<file path="src/hw/ckos_pkg.sv">
// Package with register map, field positions and reset values of the key and border block.
package ckos_pkg;

  // ********************************************************************
  // Register map: one 8-bit register per 32-bit word, index = addr / 4.
  // ********************************************************************
  localparam int unsigned IDX_W        = 5;
  localparam logic [4:0]  IDX_KEY_CTRL = 5'h00;
  localparam logic [4:0]  IDX_MUX_CTL2 = 5'h01;
  localparam logic [4:0]  IDX_GEN_CTRL = 5'h02;
  localparam logic [4:0]  IDX_RNG_BASE = 5'h03;  // Low/high pairs: overlay, red, green, blue.
  localparam logic [4:0]  IDX_OVS_RED  = 5'h0B;
  localparam logic [4:0]  IDX_OVS_GRN  = 5'h0C;
  localparam logic [4:0]  IDX_OVS_BLU  = 5'h0D;
  localparam logic [4:0]  IDX_RD_MASK  = 5'h0E;
  localparam logic [4:0]  IDX_PAL_PAGE = 5'h0F;
  localparam logic [4:0]  IDX_FORMAT   = 5'h10;
  localparam logic [4:0]  IDX_STATUS   = 5'h11;  // Read only.
  localparam int unsigned NREG         = 17;
  localparam logic [4:0]  NREG_IDX     = 5'h11;

  // ********************************************************************
  // Field positions.
  // ********************************************************************
  localparam int unsigned KEY_EN_OVL_BIT  = 0;
  localparam int unsigned KEY_EN_RED_BIT  = 1;
  localparam int unsigned KEY_EN_BLU_BIT  = 3;
  localparam int unsigned KEY_INVERT_BIT  = 4;
  localparam int unsigned VGA_PORT_EN_BIT = 7;
  localparam int unsigned OVS_EN_BIT      = 6;
  localparam int unsigned BORDER_SRC_BIT  = 7;
  localparam int unsigned FMT_OVL_LSB     = 0;
  localparam int unsigned FMT_COL_LSB     = 4;
  localparam int unsigned NCH             = 4;   // Overlay/VGA, red, green, blue.
  localparam logic [3:0]  FULL_W          = 4'h8;

  // ********************************************************************
  // Reset values, by register index.
  // ********************************************************************
  localparam logic [7:0] REG_RST [NREG] = '{
    8'h10, 8'h00, 8'h00, 8'h00, 8'h00, 8'h00, 8'h00, 8'h00, 8'h00,
    8'h00, 8'h00, 8'h00, 8'h00, 8'h00, 8'hFF, 8'h00, 8'h88};

  // Sampler lanes.
  localparam int unsigned SMP_OVS = 0;
  localparam int unsigned SMP_VBL = 1;
  localparam int unsigned SMP_SBL = 2;
  localparam int unsigned SMP_VCK = 3;
  localparam int unsigned SMP_RCK = 4;
  localparam int unsigned SMP_RFA = 5;
  localparam int unsigned NSMP    = 6;

  // Clamp a width field: zero or above eight means a full byte.
  function automatic logic [3:0] ckos_width(input logic [3:0] w);
    ckos_width = (w == 4'h0 || w > FULL_W) ? FULL_W : w;
  endfunction : ckos_width

endpackage : ckos_pkg

</file>
<file path="src/hw/ckos_key_select.sv">
// Per-pixel color-key source selection and overscan border logic with APB registers.
// Overview of operation
// - Key is AND of four channel terms, disabled terms true, XOR inverted invert bit.
// - Key one selects palette graphics, key zero selects direct color.
// - Each channel term true when value lies in its inclusive 8-bit range.
// - VGA port enable bit picks VGA data for compare, else overlay data.
// - Reset clears four channel enables and sets invert, so palette shows.
// - Overlay compared after read mask, page register fills high bits.
// - Narrow direct colors left-justified with zero low bits before compare.
// - Palette shown when window switch or key is one, else direct color.
// - Control bit six enables overscan, bit seven selects border source.
// - Pin-defined border: color shown when overscan pin high and blank active.
// - Internal border: color shown when blank active and both syncs inactive.
// - Internal blank is VGA blank when VGA port enabled, else system blank.
// - Pedestal: overscan on needs pin high and blank low; off just blank low.
// - Border color comes from three writable red, green, blue registers.
// - Pin sampled video clock fall then return clock rise, or ref rise.
// - Sampled pin goes through the same pipeline delay as blank.
// - VGA port enable disables overlay path and horizontal zoom.
//
// The placing of the registers and register access over APB were left to the implementer.
`timescale 1ns/1ps
module ckos_key_select
  import ckos_pkg::*;
(
  input  wire logic        clk,
  input  wire logic        reset_n,
  input  wire logic        psel,
  input  wire logic        penable,
  input  wire logic        pwrite,
  input  wire logic [6:0]  paddr,
  input  wire logic [31:0] pwdata,
  input  wire logic [3:0]  pstrb,
  output logic      [31:0] prdata,
  output logic             pready,
  output logic             pslverr,
  input  wire logic        pix_en,
  input  wire logic [7:0]  ovl_data,
  input  wire logic [7:0]  vga_data,
  input  wire logic [7:0]  red_in,
  input  wire logic [7:0]  grn_in,
  input  wire logic [7:0]  blu_in,
  input  wire logic        window_switch,
  input  wire logic        int_vsync_n,
  input  wire logic        int_hsync_n,
  input  wire logic        overscan_area,
  input  wire logic        vga_blank_in,
  input  wire logic        sys_blank_in,
  input  wire logic        video_clk,
  input  wire logic        return_clk,
  input  wire logic        ref_a,
  output logic             pix_valid_out,
  output logic             palette_sel,
  output logic             border_active,
  output logic             pedestal_en,
  output logic      [7:0]  border_red,
  output logic      [7:0]  border_grn,
  output logic      [7:0]  border_blu,
  output logic             overlay_path_en,
  output logic             hzoom_en
);

  // ********************************************************************
  // Register file over APB.
  // ********************************************************************
  logic [7:0]  regs_q [NREG];
  logic [7:0]  regs_d [NREG];
  logic [31:0] prdata_q;
  logic [31:0] prdata_d;
  logic [4:0]  idx;
  logic        mapped;
  logic        vga_en;
  logic        ovs_en;
  logic        src_int;
  logic [4:0]  key_en;
  logic [7:0]  status;

  assign idx     = paddr[6:2];
  assign mapped  = (idx < NREG_IDX) || (idx == IDX_STATUS);
  assign vga_en  = regs_q[IDX_MUX_CTL2][VGA_PORT_EN_BIT];
  assign ovs_en  = regs_q[IDX_GEN_CTRL][OVS_EN_BIT];
  assign src_int = regs_q[IDX_GEN_CTRL][BORDER_SRC_BIT];
  assign key_en  = regs_q[IDX_KEY_CTRL][4:0];
  assign pready  = 1'b1;  // Zero wait states: read data is fetched in the setup cycle.
  assign pslverr = psel && penable && (!mapped || (pwrite && idx == IDX_STATUS));
  assign prdata  = prdata_q;

  // Write on the access phase with lane zero enabled; read data latched at setup.
  always_comb begin
    for (int i = 0; i < NREG; i++) begin
      regs_d[i] = regs_q[i];
    end
    prdata_d = prdata_q;
    if (psel && penable && pwrite && pstrb[0] && idx < NREG_IDX) begin
      regs_d[idx] = pwdata[7:0];
    end
    if (psel && !penable && !pwrite) begin
      if (idx < NREG_IDX) begin
        prdata_d = {24'h000000, regs_q[idx]};
      end else if (idx == IDX_STATUS) begin
        prdata_d = {24'h000000, status};
      end else begin
        prdata_d = 32'h00000000;
      end
    end
  end

  always_ff @(posedge clk or negedge reset_n) begin
    if (!reset_n) begin
      for (int i = 0; i < NREG; i++) begin
        regs_q[i] <= REG_RST[i];
      end
      prdata_q <= 32'h00000000;
    end else begin
      regs_q   <= regs_d;
      prdata_q <= prdata_d;
    end
  end

  // Border color straight from the writable color registers.
  assign border_red = regs_q[IDX_OVS_RED];
  assign border_grn = regs_q[IDX_OVS_GRN];
  assign border_blu = regs_q[IDX_OVS_BLU];
  assign overlay_path_en = !vga_en;
  assign hzoom_en        = !vga_en;

  // ********************************************************************
  // Pin sampler for overscan area and blanks.
  // ********************************************************************
  // Pins and foreign clocks cross two flops; a third stage only feeds edge detection.
  logic [NSMP-1:0] sync1_q;
  logic [NSMP-1:0] sync2_q;
  logic [NSMP-1:0] sync3_q;

  always_ff @(posedge clk or negedge reset_n) begin
    if (!reset_n) begin
      sync1_q <= '0;
      sync2_q <= '0;
      sync3_q <= '0;
    end else begin
      sync1_q <= {ref_a, return_clk, video_clk, sys_blank_in, vga_blank_in, overscan_area};
      sync2_q <= sync1_q;
      sync3_q <= sync2_q;
    end
  end

  logic vck_fall;
  logic rck_rise;
  logic rfa_rise;
  logic ovs_vck_q;
  logic ovs_vck_d;
  logic ovs_smp_q;
  logic ovs_smp_d;
  logic blank_smp_q;
  logic blank_smp_d;

  assign vck_fall = !sync2_q[SMP_VCK] && sync3_q[SMP_VCK];
  assign rck_rise = sync2_q[SMP_RCK] && !sync3_q[SMP_RCK];
  assign rfa_rise = sync2_q[SMP_RFA] && !sync3_q[SMP_RFA];

  // Two-step capture on the system path, one-step on the VGA path.
  // The blank rides with the pin so both see the same sampling.
  always_comb begin
    ovs_vck_d   = ovs_vck_q;
    ovs_smp_d   = ovs_smp_q;
    blank_smp_d = blank_smp_q;
    if (!vga_en) begin
      if (vck_fall) begin
        ovs_vck_d = sync2_q[SMP_OVS];
      end
      if (rck_rise) begin
        ovs_smp_d   = ovs_vck_q;
        blank_smp_d = sync2_q[SMP_SBL];
      end
    end else if (rfa_rise) begin
      ovs_smp_d   = sync2_q[SMP_OVS];
      blank_smp_d = sync2_q[SMP_VBL];
    end
  end

  // Blank resets inactive (high) so no border shows before the first sample.
  always_ff @(posedge clk or negedge reset_n) begin
    if (!reset_n) begin
      ovs_vck_q   <= 1'b0;
      ovs_smp_q   <= 1'b0;
      blank_smp_q <= 1'b1;
    end else begin
      ovs_vck_q   <= ovs_vck_d;
      ovs_smp_q   <= ovs_smp_d;
      blank_smp_q <= blank_smp_d;
    end
  end

  // ********************************************************************
  // Pixel pipeline: stage one prepares, stage two decides.
  // ********************************************************************
  logic [3:0] ovl_w;
  logic [3:0] col_w;
  logic [2:0] col_sh;
  logic [7:0] low_mask;
  logic [7:0] prep [NCH];
  logic [7:0] s1_q [NCH];
  logic [7:0] s1_d [NCH];
  logic       s1_valid_q;
  logic       s1_win_q;
  logic       s1_ovs_q;
  logic       s1_blank_q;
  logic       s1_vs_q;
  logic       s1_hs_q;
  logic [NCH-1:0] hit;
  logic [NCH-1:0] term;
  logic       key_c;

  assign ovl_w    = ckos_width(regs_q[IDX_FORMAT][FMT_OVL_LSB +: 4]);
  assign col_w    = ckos_width(regs_q[IDX_FORMAT][FMT_COL_LSB +: 4]);
  assign col_sh   = 3'(FULL_W - col_w);
  assign low_mask = 8'hFF >> 3'(FULL_W - ovl_w);

  // Source pick, mask and page fill, left-justify narrow colors.
  always_comb begin
    if (vga_en) begin
      prep[0] = vga_data & regs_q[IDX_RD_MASK];
    end else begin
      prep[0] = (ovl_data & regs_q[IDX_RD_MASK] & low_mask)
              | (regs_q[IDX_PAL_PAGE] & ~low_mask);
    end
    prep[1] = red_in << col_sh;
    prep[2] = grn_in << col_sh;
    prep[3] = blu_in << col_sh;
    for (int c = 0; c < NCH; c++) begin
      s1_d[c] = pix_en ? prep[c] : s1_q[c];
    end
  end

  for (genvar c = 0; c < NCH; c++) begin : g_cmp
    ckos_range_cmp u_cmp (
      .value    (s1_q[c]),
      .low      (regs_q[IDX_RNG_BASE + 5'(2 * c)]),
      .high     (regs_q[IDX_RNG_BASE + 5'(2 * c + 1)]),
      .in_range (hit[c])
    );
  end

  // Disabled channels are forced true, then invert is applied.
  assign term  = hit | ~key_en[KEY_EN_BLU_BIT:KEY_EN_OVL_BIT];
  assign key_c = (&term) ^ !key_en[KEY_INVERT_BIT];

  logic key_q;
  logic pal_q;
  logic border_q;
  logic ped_q;
  logic valid_q;
  logic key_d;
  logic pal_d;
  logic border_d;
  logic ped_d;
  logic valid_d;

  // Stage two moves only on a pixel enable, giving a fixed two-enable latency.
  always_comb begin
    key_d    = key_q;
    pal_d    = pal_q;
    border_d = border_q;
    ped_d    = ped_q;
    valid_d  = pix_en && s1_valid_q;
    if (pix_en && s1_valid_q) begin
      key_d    = key_c;
      // Window switch ORs with the key.
      pal_d    = key_c || s1_win_q;
      // Border source select; blank is active low.
      if (!ovs_en) begin
        border_d = 1'b0;
      end else if (!src_int) begin
        border_d = s1_ovs_q && !s1_blank_q;
      end else begin
        border_d = !s1_blank_q && s1_vs_q && s1_hs_q;
      end
      ped_d    = ovs_en ? (s1_ovs_q && !s1_blank_q) : !s1_blank_q;
    end
  end

  // Pin and blank enter stage one together with the pixel.
  always_ff @(posedge clk or negedge reset_n) begin
    if (!reset_n) begin
      for (int c = 0; c < NCH; c++) begin
        s1_q[c] <= 8'h00;
      end
      s1_valid_q <= 1'b0;
      s1_win_q   <= 1'b0;
      s1_ovs_q   <= 1'b0;
      s1_blank_q <= 1'b1;
      s1_vs_q    <= 1'b1;
      s1_hs_q    <= 1'b1;
      key_q      <= 1'b1;
      pal_q      <= 1'b1;
      border_q   <= 1'b0;
      ped_q      <= 1'b0;
      valid_q    <= 1'b0;
    end else begin
      s1_q <= s1_d;
      if (pix_en) begin
        s1_valid_q <= 1'b1;
        s1_win_q   <= window_switch;
        s1_ovs_q   <= ovs_smp_q;
        s1_blank_q <= blank_smp_q;
        s1_vs_q    <= int_vsync_n;
        s1_hs_q    <= int_hsync_n;
      end
      key_q    <= key_d;
      pal_q    <= pal_d;
      border_q <= border_d;
      ped_q    <= ped_d;
      valid_q  <= valid_d;
    end
  end

  assign pix_valid_out = valid_q;
  assign palette_sel   = pal_q;
  assign border_active = border_q;
  assign pedestal_en   = ped_q;
  assign status        = {4'h0, vga_en, border_q, pal_q, key_q};
endmodule : ckos_key_select

</file>
<file path="src/hw/ckos_range_cmp.sv">
// Inclusive 8-bit range comparator for one key channel.
`timescale 1ns/1ps
module ckos_range_cmp (
  input  wire logic [7:0] value,
  input  wire logic [7:0] low,
  input  wire logic [7:0] high,
  output logic            in_range
);

  // A channel matches only when low <= value <= high.
  assign in_range = (value >= low) && (value <= high);

endmodule : ckos_range_cmp

</file>
<file path="config.mk">
export PLATFORM = sky130hd
export DESIGN_NAME = ckos_key_select
export DESIGN_NICKNAME = d
export VERILOG_FILES = /design/src/hw/ckos_pkg.sv /design/src/hw/ckos_key_select.sv /design/src/hw/ckos_range_cmp.sv
export SDC_FILE = /design/constraint.sdc
export NUM_CORES = 1
export LEC_CHECK = 0
export ABC_AREA = 0
export BUFFER_PORTS_ARGS = -buffer_cell sky130_fd_sc_hd__clkbuf_2
export CORE_MARGIN = 3
export CORE_UTILIZATION = 60
export CTS_CLUSTER_DIAMETER = 60
export DETAILED_ROUTE_END_ITERATION = 6
export PLACE_DENSITY = 0.83
export SYNTH_ARGS = -nofsm -noshare
export SYNTH_HDL_FRONTEND = slang
export SYNTH_SLANG_ARGS = --single-unit
</file>
<file path="constraint.sdc">
create_clock -name clk -period 4.9 [get_ports clk]
set_clock_uncertainty 0.05 [all_clocks]
set_input_delay 1.225 -clock clk [delete_from_list [all_inputs] [get_ports clk]]
set_output_delay 1.225 -clock clk [all_outputs]
set_load 0.02 [all_outputs]
</file>
---- Word level (Yosys, flattened, before mapping) ----
Index checks and enable logic that the tools add are counted.
W data, S select, Z words.
word-level totals
  ROM bits ................................ 0
  bits in latches ......................... 0
  input port bits ......................... 98
  memories kept ........................... 0
  bits in writable memories ............... 0
  flip-flop bits (word level) ............. 232
  output and inout port bits .............. 64
operators by class
  shift operators ......................... 4
  bitwise operators ....................... 11
  eq/ne operators ......................... 2
  muxes and demuxes ....................... 20
  multipliers ............................. 0
  order comparisons ....................... 13
  add/sub/neg operators ................... 2
  divide/modulo/power cells ............... 0
  reduce and logical (&&, ||, !) cells .... 40
operators by type and width
  cell                   count
  $bwmux W136            1
  $bmux W8 S5            1
  $demux W8 S5           1
  $and A8 B8 Y8          4
  $ge A8 B8 Y1           4
  $le A8 B8 Y1           4
  $mux W32               1
  $mux W8                4
  $shl A8 B3 Y8          3
  $logic_and A1 B1 Y1    20
  $logic_not A1 Y1       9
  $mux W1                9
  $gt A4 B4 Y1 const B   2
  $logic_not A4 Y1       2
  $not A8 Y8             1
  $or A8 B8 Y8           1
  $shr A8 B3 Y8 const A  1
  $ge A6 B6 Y1 const B   1
  $lt A6 B1 Y1 const B   1
  $mux W3                2
  $not A5 Y6             1
  $sub A1 B3 Y3 const A  2
  $eq A5 B5 Y1 const B   1
  $logic_or A1 B1 Y1     5
  10 further kinds       11

---- Longest topological paths before layout ----
Gate-level depths: netlist (run 1).
  depth in word-level cells ............... 9
  gate-level depth with buffers ........... 11
  gate-level depth less buffers ........... 9

---- Cells and area by module ----
From an unflattened synthesis (run 1), not the netlist that was laid out.
second synthesis, totals
  cell total of the unflattened synthesis .. 995
  area, all modules ....................... 11820.1 um^2
by module, submodules not included
  module           sequential area each (um^2)  instances  area each (um^2)  cells an instance
  ckos_key_select  5151.2                       1          10213.5           767
  ckos_range_cmp   0.0                          4          401.6             57

---- Worst setup path after synthesis (run 1) ----
OpenSTA, ideal clock, no wires.
  path kind ............................... in2out
  start ................................... in paddr[2]
  end ..................................... out pslverr
  data arrival time ....................... 2167 ps
  stages .................................. 5
  slack ................................... 1458 ps
  data required time ...................... 3625 ps
  path through ............................ buf_6 > buf_4 > buf_4 > nand2_1 > a21oi_1
on the way
  longest elaborated chain between the ends .. 5
ends and longest elaborated chain
  element                                       RTL line                                      text
  start: declaration                            ckos_key_select.sv:31                         input wire logic [6:0] paddr,
  $lt A5 B5 Y1 or $eq A5 B5 Y1 (tied branches)  ckos_key_select.sv:79, ckos_key_select.sv:85
  $logic_or A1 B1 Y1                            ckos_key_select.sv:79                         assign mapped = (idx < NREG_IDX) || (idx == IDX_STATUS);
  $logic_not A1 Y1                              ckos_key_select.sv:85                         assign pslverr = psel && penable && (!mapped || (pwrite && idx == IDX_STATUS));
  $logic_or A1 B1 Y1 *                          ckos_key_select.sv:85
  $logic_and A1 B1 Y1 *                         ckos_key_select.sv:85
  end: declaration                              ckos_key_select.sv:36                         output logic pslverr,
Mark *: on every way between the ends. The rest lies on a longest branch, timed or not.

---- Final worst setup path (run 1) ----
Same ends and word-level chain as after synthesis.

==> flow_metrics.env, run 1 <==
export IMPL_io_buffers=107
export IMPL_cp_end_kind="primary output"
export IMPL_cp_required_ns=3.62
export IMPL_rows=50
export IMPL_slew_viol_final=0
export IMPL_placed_cells=1332
export IMPL_nFillCells=1373
export IMPL_slowest_stage="clkbuf_2"
export IMPL_cts_sinks=205
export IMPL_synth_edf_count=0
export IMPL_grt_pass1_vias=8282
export IMPL_cp_common_cell="clkbuf_2"
export IMPL_syn_inst=1049
export IMPL_vdd_ir_drop_max_uv=314
export IMPL_layout_common_cells="dfrtp_1 (188), nand2_1 (115), mux2_2 (107)"
export IMPL_die_area_mm2=0.0209
export IMPL_yosysSeqAreaShare_pct=44.8
export IMPL_layout_commonest_cell="dfrtp_1"
export IMPL_slew_headroom_pct=36.9
export IMPL_start_util_pct=61.3
export IMPL_antenna_found_initial=0
export IMPL_synth_seq_cells=205
export IMPL_cts_resized=0
export IMPL_syn_area_per_cell_um2=11.0
export IMPL_track_usage_pct=27.4
export IMPL_async_reset_ff_share_pct=100
export IMPL_yosysWarnings=0
export IMPL_leakagePower_nw=6.10
export IMPL_cts_tree="built"
export IMPL_max_freq_mhz=272
export IMPL_hold_path_class="reg2reg"
export IMPL_path_clk_slew_ns=0.06
export IMPL_status="finished clean"
export IMPL_numCtsBuffers=23
export IMPL_critPathKind="in2out"
export IMPL_areaGrowthSynthToFinish_pct=10.7
export IMPL_nNetsFinal=1290
export IMPL_worst_setup_path_start_kind="primary input"
export IMPL_cp_max_fo=26
export IMPL_cts_root_buf="clkbuf_16"
export IMPL_postCtsHoldBufs=0
export IMPL_setup_violations=0
export IMPL_drt_pass1_iterations=7
export IMPL_dpl_hpwl_um=20100
export IMPL_coreArea_mm2=0.0188
export IMPL_syn_area_mm2=0.0115
export IMPL_place_gp_congestion=0.927
export IMPL_route_detailed_drc=0
export IMPL_period_share_pct=75.0
export IMPL_clk_latency_ns=0.51
export IMPL_synth_main_ff_cell="dfrtp_1"
export IMPL_io_pins=162
export IMPL_slowest_delay_ns=0.69
export IMPL_powerDensity_mw_per_mm2=345
export IMPL_hold_viol_final=0
export IMPL_final_cells=1373
export IMPL_tightest_slew_ns=0.947
export IMPL_rsz0062_at_grt="no"
export IMPL_maxCapViolCount=0
export IMPL_routedWlPerCell_um=20.7
export IMPL_h_tree_depth=1
export IMPL_grt_pass1_wl_um=44500
export IMPL_fp_dieH_um=145
export IMPL_finalSetupTns_ns=0
export IMPL_vias=8453
export IMPL_drive_gt1_share_pct=28.8
export IMPL_overflow=0
export IMPL_cts_setup_buffers=0
export IMPL_viasPerCell=6.16
export IMPL_drtAntennaViolNets=0
export IMPL_wirelength_um=28500
export IMPL_clk_path_buf_depth=3
export IMPL_fp_dieW_um=145
export IMPL_min_period_ns=3.67
export IMPL_crit_arrival_ns=2.40
export IMPL_cp_cell_sequence="clkbuf_2, nand2_1, a21oi_1, clkbuf_2"
export IMPL_synth_distinct_cells=57
export IMPL_drt_iter0_drc=756
export IMPL_grt_max_degree=106
export IMPL_diodes=0
==> area by class of cell <==
type,instances,area [um^2],area share [%]
well taps,234,293,2.30
clock inverters,7,118,0.923
clock buffers,34,667,5.24
multi-input cells,678,5500,43.2
repair buffers,123,664,5.22
inverters,92,345,2.71
flip-flops and latches,205,5150,40.4
==> routing by layer <==
metal  track usage (%)  share of wire [%]  wire length [um]  vias to the layer above
met4              7.66                3.0               843                        0
met3              5.36                8.4              2380                       76
met1              38.0                 41             11700                     4185
met5                 0                  0                 0                        -
li1                  -                  -                 -                     3820
met2              44.4                 48             13600                      372
==> logic make-up (layout without fill, tap and decap cells) <==
group,after synthesis,in the layout,synth area share [%]
multiplexers,164,164,19.5
AND/OR/NAND/NOR,229,229,9.49
buffers and inverters,189,256,8.24
adder cells (fa/ha/maj),69,69,7.50
AO/OA/AOI/OAI,190,190,10.4
XOR/XNOR,1,1,0.0761
flip-flops,205,205,44.7
other,2,25,0.0652
==> worst max-delay path: cells and delay by family <==
family	cells	cell delay [ns]
buffers and inverters	2	0.88
AO/OA/AOI/OAI	1	0.17
AND/OR/NAND/NOR	1	0.12
==> cell usage after synthesis (3+ instances only) <==
| master | n | area [um^2] |
|---|---|---|
| nand2_1 | 115 | 432 |
| nor2_1 | 35 | 131 |
| a21o_1 | 3 | 22.5 |
| dfstp_2 | 17 | 447 |
| a31oi_1 | 18 | 113 |
| clkbuf_1 | 30 | 113 |
| and3_1 | 4 | 25.0 |
| mux2i_1 | 21 | 210 |
| nor2b_1 | 10 | 62.6 |
| o211ai_1 | 12 | 90.1 |
| buf_2 | 5 | 25.0 |
| inv_1 | 92 | 345 |
| a211oi_1 | 10 | 75.1 |
| nor3_1 | 5 | 25.0 |
| nand3_1 | 9 | 45.0 |
| mux4_2 | 31 | 698 |
| o21ai_0 | 63 | 315 |
| mux4_1 | 5 | 131 |
| o22ai_1 | 10 | 62.6 |
| ha_1 | 69 | 863 |
| mux2_2 | 107 | 1200 |
| buf_4 | 56 | 420 |
| a221oi_1 | 7 | 61.3 |
| dfrtp_1 | 188 | 4700 |
| nor2_2 | 5 | 31.3 |
| buf_6 | 3 | 33.8 |
| buf_1 | 3 | 11.3 |
| o221ai_1 | 12 | 105 |
| nand2b_1 | 18 | 113 |
| a21oi_1 | 34 | 170 |
| nand4_1 | 13 | 81.3 |
| a22oi_1 | 6 | 45.0 |
==> through the flow <==
stage                     power [mW]  utilization, %  area (um^2)  hold WS (ns)  setup WS, ns
after floorplan                 2.41               -        11600         0.281          1.46
after global placement          2.59            63.7        12000         0.282          1.07
after detailed placement        2.62            63.7        12000         0.285          1.07
after global routing            4.57            67.9        12700         0.308          1.09
after CTS                       4.41            67.9        12700         0.299          1.21
final                           4.40            67.9        12700         0.296          1.23
==> worst paths after layout <==
check                                            from                         to  slack [ns]  depth (start not counted)
worst max-delay path                         paddr[2]                    pslverr        1.23                          4
worst min-delay path             sync1_q[1]$_DFF_PN0_       sync2_q[1]$_DFF_PN0_        0.30                          0
worst max register to register  regs_q[4]$_DFFE_PN0P_        s1_q[7]$_DFFE_PN0P_        1.79                          7
worst min register to register   sync1_q[1]$_DFF_PN0_       sync2_q[1]$_DFF_PN0_        0.30                          0
max in group asynchronous                     reset_n      regs_q[7]$_DFFE_PN1P_        3.09                          2
min in group asynchronous                     reset_n  border_grn[1]$_DFFE_PN0P_        0.75                          1
==> state kept, by name, summed over array words and instances, names as in the netlist, 3 cells and up <==
register	count
key_en	5
s1_q	32
regs_q	106
sync2_q	6
border_red	8
sync1_q	6
sync3_q	3
border_grn	8
border_blu	8
prdata	8
==> where the power goes <==
group / leakage [nW] / switching, mW / total [mW] / internal, mW
Combinational: 3.21 / 0.402 / 0.680 / 0.279
Clock: 0.373 / 0.685 / 1.78 / 1.10
Sequential: 2.52 / 0.107 / 1.94 / 1.83
Power figures use the tool's default switching activity.
==> run 2: changes to the inputs <==
Settings changed: ABC_AREA 0 to 1, CORE_UTILIZATION 60 to 52, PLACE_DENSITY 0.83 to 0.76.
Clock period 4.9 ns to 3 ns, I/O delays scaled along.
==> run 2 against run 1 <==
Compared with the run above:
- register-to-register slack worse by 1.2 ns
- die area up 12%
- synthesized area down 2.6%
- via count up 17%
- cell count up 27%
- combinational power up 28%
- critical path depth up 2
- worst setup slack worse by 0.87 ns
- non-clock buffer count up 7
- largest power group is now the clock network
- highest routed layer unchanged
==> flow_metrics.env, run 2 <==
export IMPL_status="finished clean"
export IMPL_grt_pass1_vias=9326
export IMPL_slew_viol_final=0
export IMPL_async_reset_ff_share_pct=100
export IMPL_die_area_mm2=0.0233
export IMPL_drtAntennaViolNets=0
export IMPL_cp_cell_sequence="clkbuf_2, nor2_1, nand2_1, nor3_1, nor3_1, clkbuf_2"
export IMPL_synth_seq_cells=205
export IMPL_drt_iter0_drc=1022
export IMPL_period_share_pct=88.2
export IMPL_leakagePower_nw=6.05
export IMPL_postLayoutCoreUtil_pct=59.8
export IMPL_layout_commonest_cell="nand2_1"
export IMPL_grt_pass1_wl_um=50100
export IMPL_rsz0062_at_grt="no"
export IMPL_synth_area_leader_cell="dfrtp_1"
export IMPL_min_period_ns=2.64
export IMPL_timing_rr_start="regs_q[3]$_DFFE_PN1P_"
export IMPL_routedWlPerCell_um=18.3
export IMPL_grt_max_degree=75
export IMPL_clk_path_buf_depth=3
export IMPL_syn_area_mm2=0.0112
export IMPL_numCtsBuffers=24
export IMPL_yosysMostFrequentCell="nand2_1"
export IMPL_dpl_hpwl_um=22500
export IMPL_crit_arrival_ns=1.84
export IMPL_route_detailed_drc=0
export IMPL_critPathKind="in2out"
export IMPL_synth_distinct_cells=46
export IMPL_syn_inst=1380
export IMPL_yosysWarnings=0
export IMPL_cp_end_kind="primary output"
export IMPL_hold_viol_final=0
export IMPL_syn_area_per_cell_um2=8.12
export IMPL_io_pins=162
export IMPL_finalSetupTns_ns=0
export IMPL_cts_root_buf="clkbuf_16"
export IMPL_worstReg2RegEnd="s1_q[25]$_DFFE_PN0P_"
export IMPL_critPathBufInv=2
export IMPL_slowest_delay_ns=0.30
export IMPL_fp_dieH_um=153
export IMPL_wirelength_um=31900
export IMPL_path_clk_slew_ns=0.06
export IMPL_netlist_top_cells_count="nand2_1 (392), dfrtp_1 (188), o21ai_0 (182)"
export IMPL_largest_register_ffs=106
export IMPL_setup_violations=0
export IMPL_reg2regPathDepth=11
export IMPL_slowest_stage="nor3_1"
export IMPL_cp_max_fo=4
export IMPL_rows=53
export IMPL_yosysTopAreaCellShare_pct=42.0
export IMPL_vias=9872
export IMPL_track_usage_pct=26.7
export IMPL_maxCapViolCount=0
export IMPL_place_gp_congestion=0.917
export IMPL_cts_resized=0
export IMPL_viasPerCell=5.66
export IMPL_worst_r2r_setup_slack_ns=0.62
export IMPL_fp_dieW_um=153
export IMPL_nNetsFinal=1618
export IMPL_synth_area_leaders="dfrtp_1 (42%), nand2_1 (13%), o21ai_0 (8.1%)"
export IMPL_critPathTopFamily="simple AND/OR/NAND/NOR gates"
export IMPL_cts_sinks=205
export IMPL_areaGrowthSynthToFinish_pct=12.6
export IMPL_cp_required_ns=2.20
export IMPL_worst_setup_path_start_kind="primary input"
export IMPL_slew_headroom_pct=35.3
export IMPL_tightest_slew_ns=0.970
export IMPL_top_register="regs_q"
export IMPL_postCtsHoldBufs=0
export IMPL_drt_pass1_iterations=6
export IMPL_max_freq_mhz=378
export IMPL_synth_main_ff_cell="dfrtp_1"
export IMPL_cp_endpoint="pslverr"
export IMPL_antenna_found_initial=1
export IMPL_coreArea_mm2=0.0211
export IMPL_synth_edf_count=0
export IMPL_overflow=0
export IMPL_start_util_pct=53.1
export IMPL_top_regs="regs_q x106, s1_q x32"
export IMPL_crit_start="paddr[4]"
export IMPL_vdd_ir_drop_max_uv=462
export IMPL_io_buffers=107
export IMPL_cts_setup_buffers=0
export IMPL_cts_tree="built"
export IMPL_hold_path_class="in2async"
export IMPL_crit_cells=6
export IMPL_h_tree_depth=1
export IMPL_nFillCells=1891
export IMPL_clk_latency_ns=0.53
export IMPL_powerDensity_mw_per_mm2=555
export IMPL_drive_gt1_share_pct=13.5
export IMPL_layout_common_cells="nand2_1 (392), dfrtp_1 (188), o21ai_0 (182)"
export IMPL_yosysSeqAreaShare_pct=46.0
==> run 2: stage by stage <==
step / area [um^2] / setup slack, ns / hold slack (ns) / instances / power, mW
3_5_place_dp: 11800 / 0.396 / 0.286 / 1700 / 3.93
3_3_place_gp: 11800 / 0.446 / 0.285 / 1700 / 3.90
2_1_floorplan: 11300 / 0.393 / 0.281 / 1403 / 3.61
6_report: 12600 / 0.355 / 0.205 / 1745 / 7.01
5_1_grt: 12600 / 0.397 / 0.250 / 1745 / 7.28
4_1_cts: 12600 / 0.471 / 0.230 / 1744 / 7.02
==> run 2: area by class of cell <==
class                           instances  area, um^2  area share, %
Sequential cell                       205        5150           40.8
Multi-Input combinational cell        948        4990           39.5
Timing Repair Buffer                  130         754           5.98
Clock buffer                           37         731           5.79
Inverter                              142         533           4.22
Tap cell                              275         344           2.73
Clock inverter                          7         116          0.922
Antenna cell                            1        2.50         0.0198
==> run 2: worst min-delay path by stage <==
| stage | start | to | depth (start not counted) |
|---|---|---|---|
| after detailed placement | sync1_q[3]$_DFF_PN0_ | sync2_q[3]$_DFF_PN0_ | 0 |
| after global placement | sync1_q[4]$_DFF_PN0_ | sync2_q[4]$_DFF_PN0_ | 0 |
| after global routing | reset_n | ovs_vck_q$_DFFE_PN0P_ | 1 |
| after floorplan | sync1_q[0]$_DFF_PN0_ | sync2_q[0]$_DFF_PN0_ | 0 |
| after CTS | reset_n | border_blu[7]$_DFFE_PN0P_ | 1 |
| final | reset_n | ovs_vck_q$_DFFE_PN0P_ | 1 |
==> run 2: where the power goes <==
group | total, mW | leakage (nW) | switching, mW | internal (mW)
clock | 3.11 | 0.418 | 1.17 | 1.93
sequential | 3.03 | 2.69 | 0.118 | 2.91
combinational | 0.873 | 2.95 | 0.573 | 0.300
==> run 2: logic make-up (layout without fill, tap and decap cells) <==
| logic type | Yosys count | count (layout) | share of synthesized area (%) |
|---|---|---|---|
| adders and majority gates | 69 | 69 | 7.70 |
| xor gates and xnor gates | 1 | 1 | 0.0782 |
| AOI/OAI and AO/OA | 344 | 344 | 17.5 |
| buffers and inverters | 250 | 316 | 10.3 |
| and+or+nand+nor | 505 | 505 | 18.1 |
| muxes | 4 | 4 | 0.368 |
| DFF | 205 | 205 | 46.0 |
| other | 2 | 26 | 0.0670 |
==> run 2: worst reg2reg max path, cell delays in order (launching register included) <==
cell     delay (ns)
dfstp_2        0.52
inv_1          0.08
xor2_1         0.18
or2_2          0.30
ha_1           0.23
inv_1          0.06
ha_1           0.30
nor2_1         0.13
a21oi_1        0.04
o21ai_0        0.17
nand2_1        0.07
o21ai_0        0.14
==> run 2: per-layer routing <==
layer  GRT usage (%)  wire (um)
met1            36.8      13300
met2            42.8      14900
met3            4.57       2400
met4            9.50       1240
met5               0          0
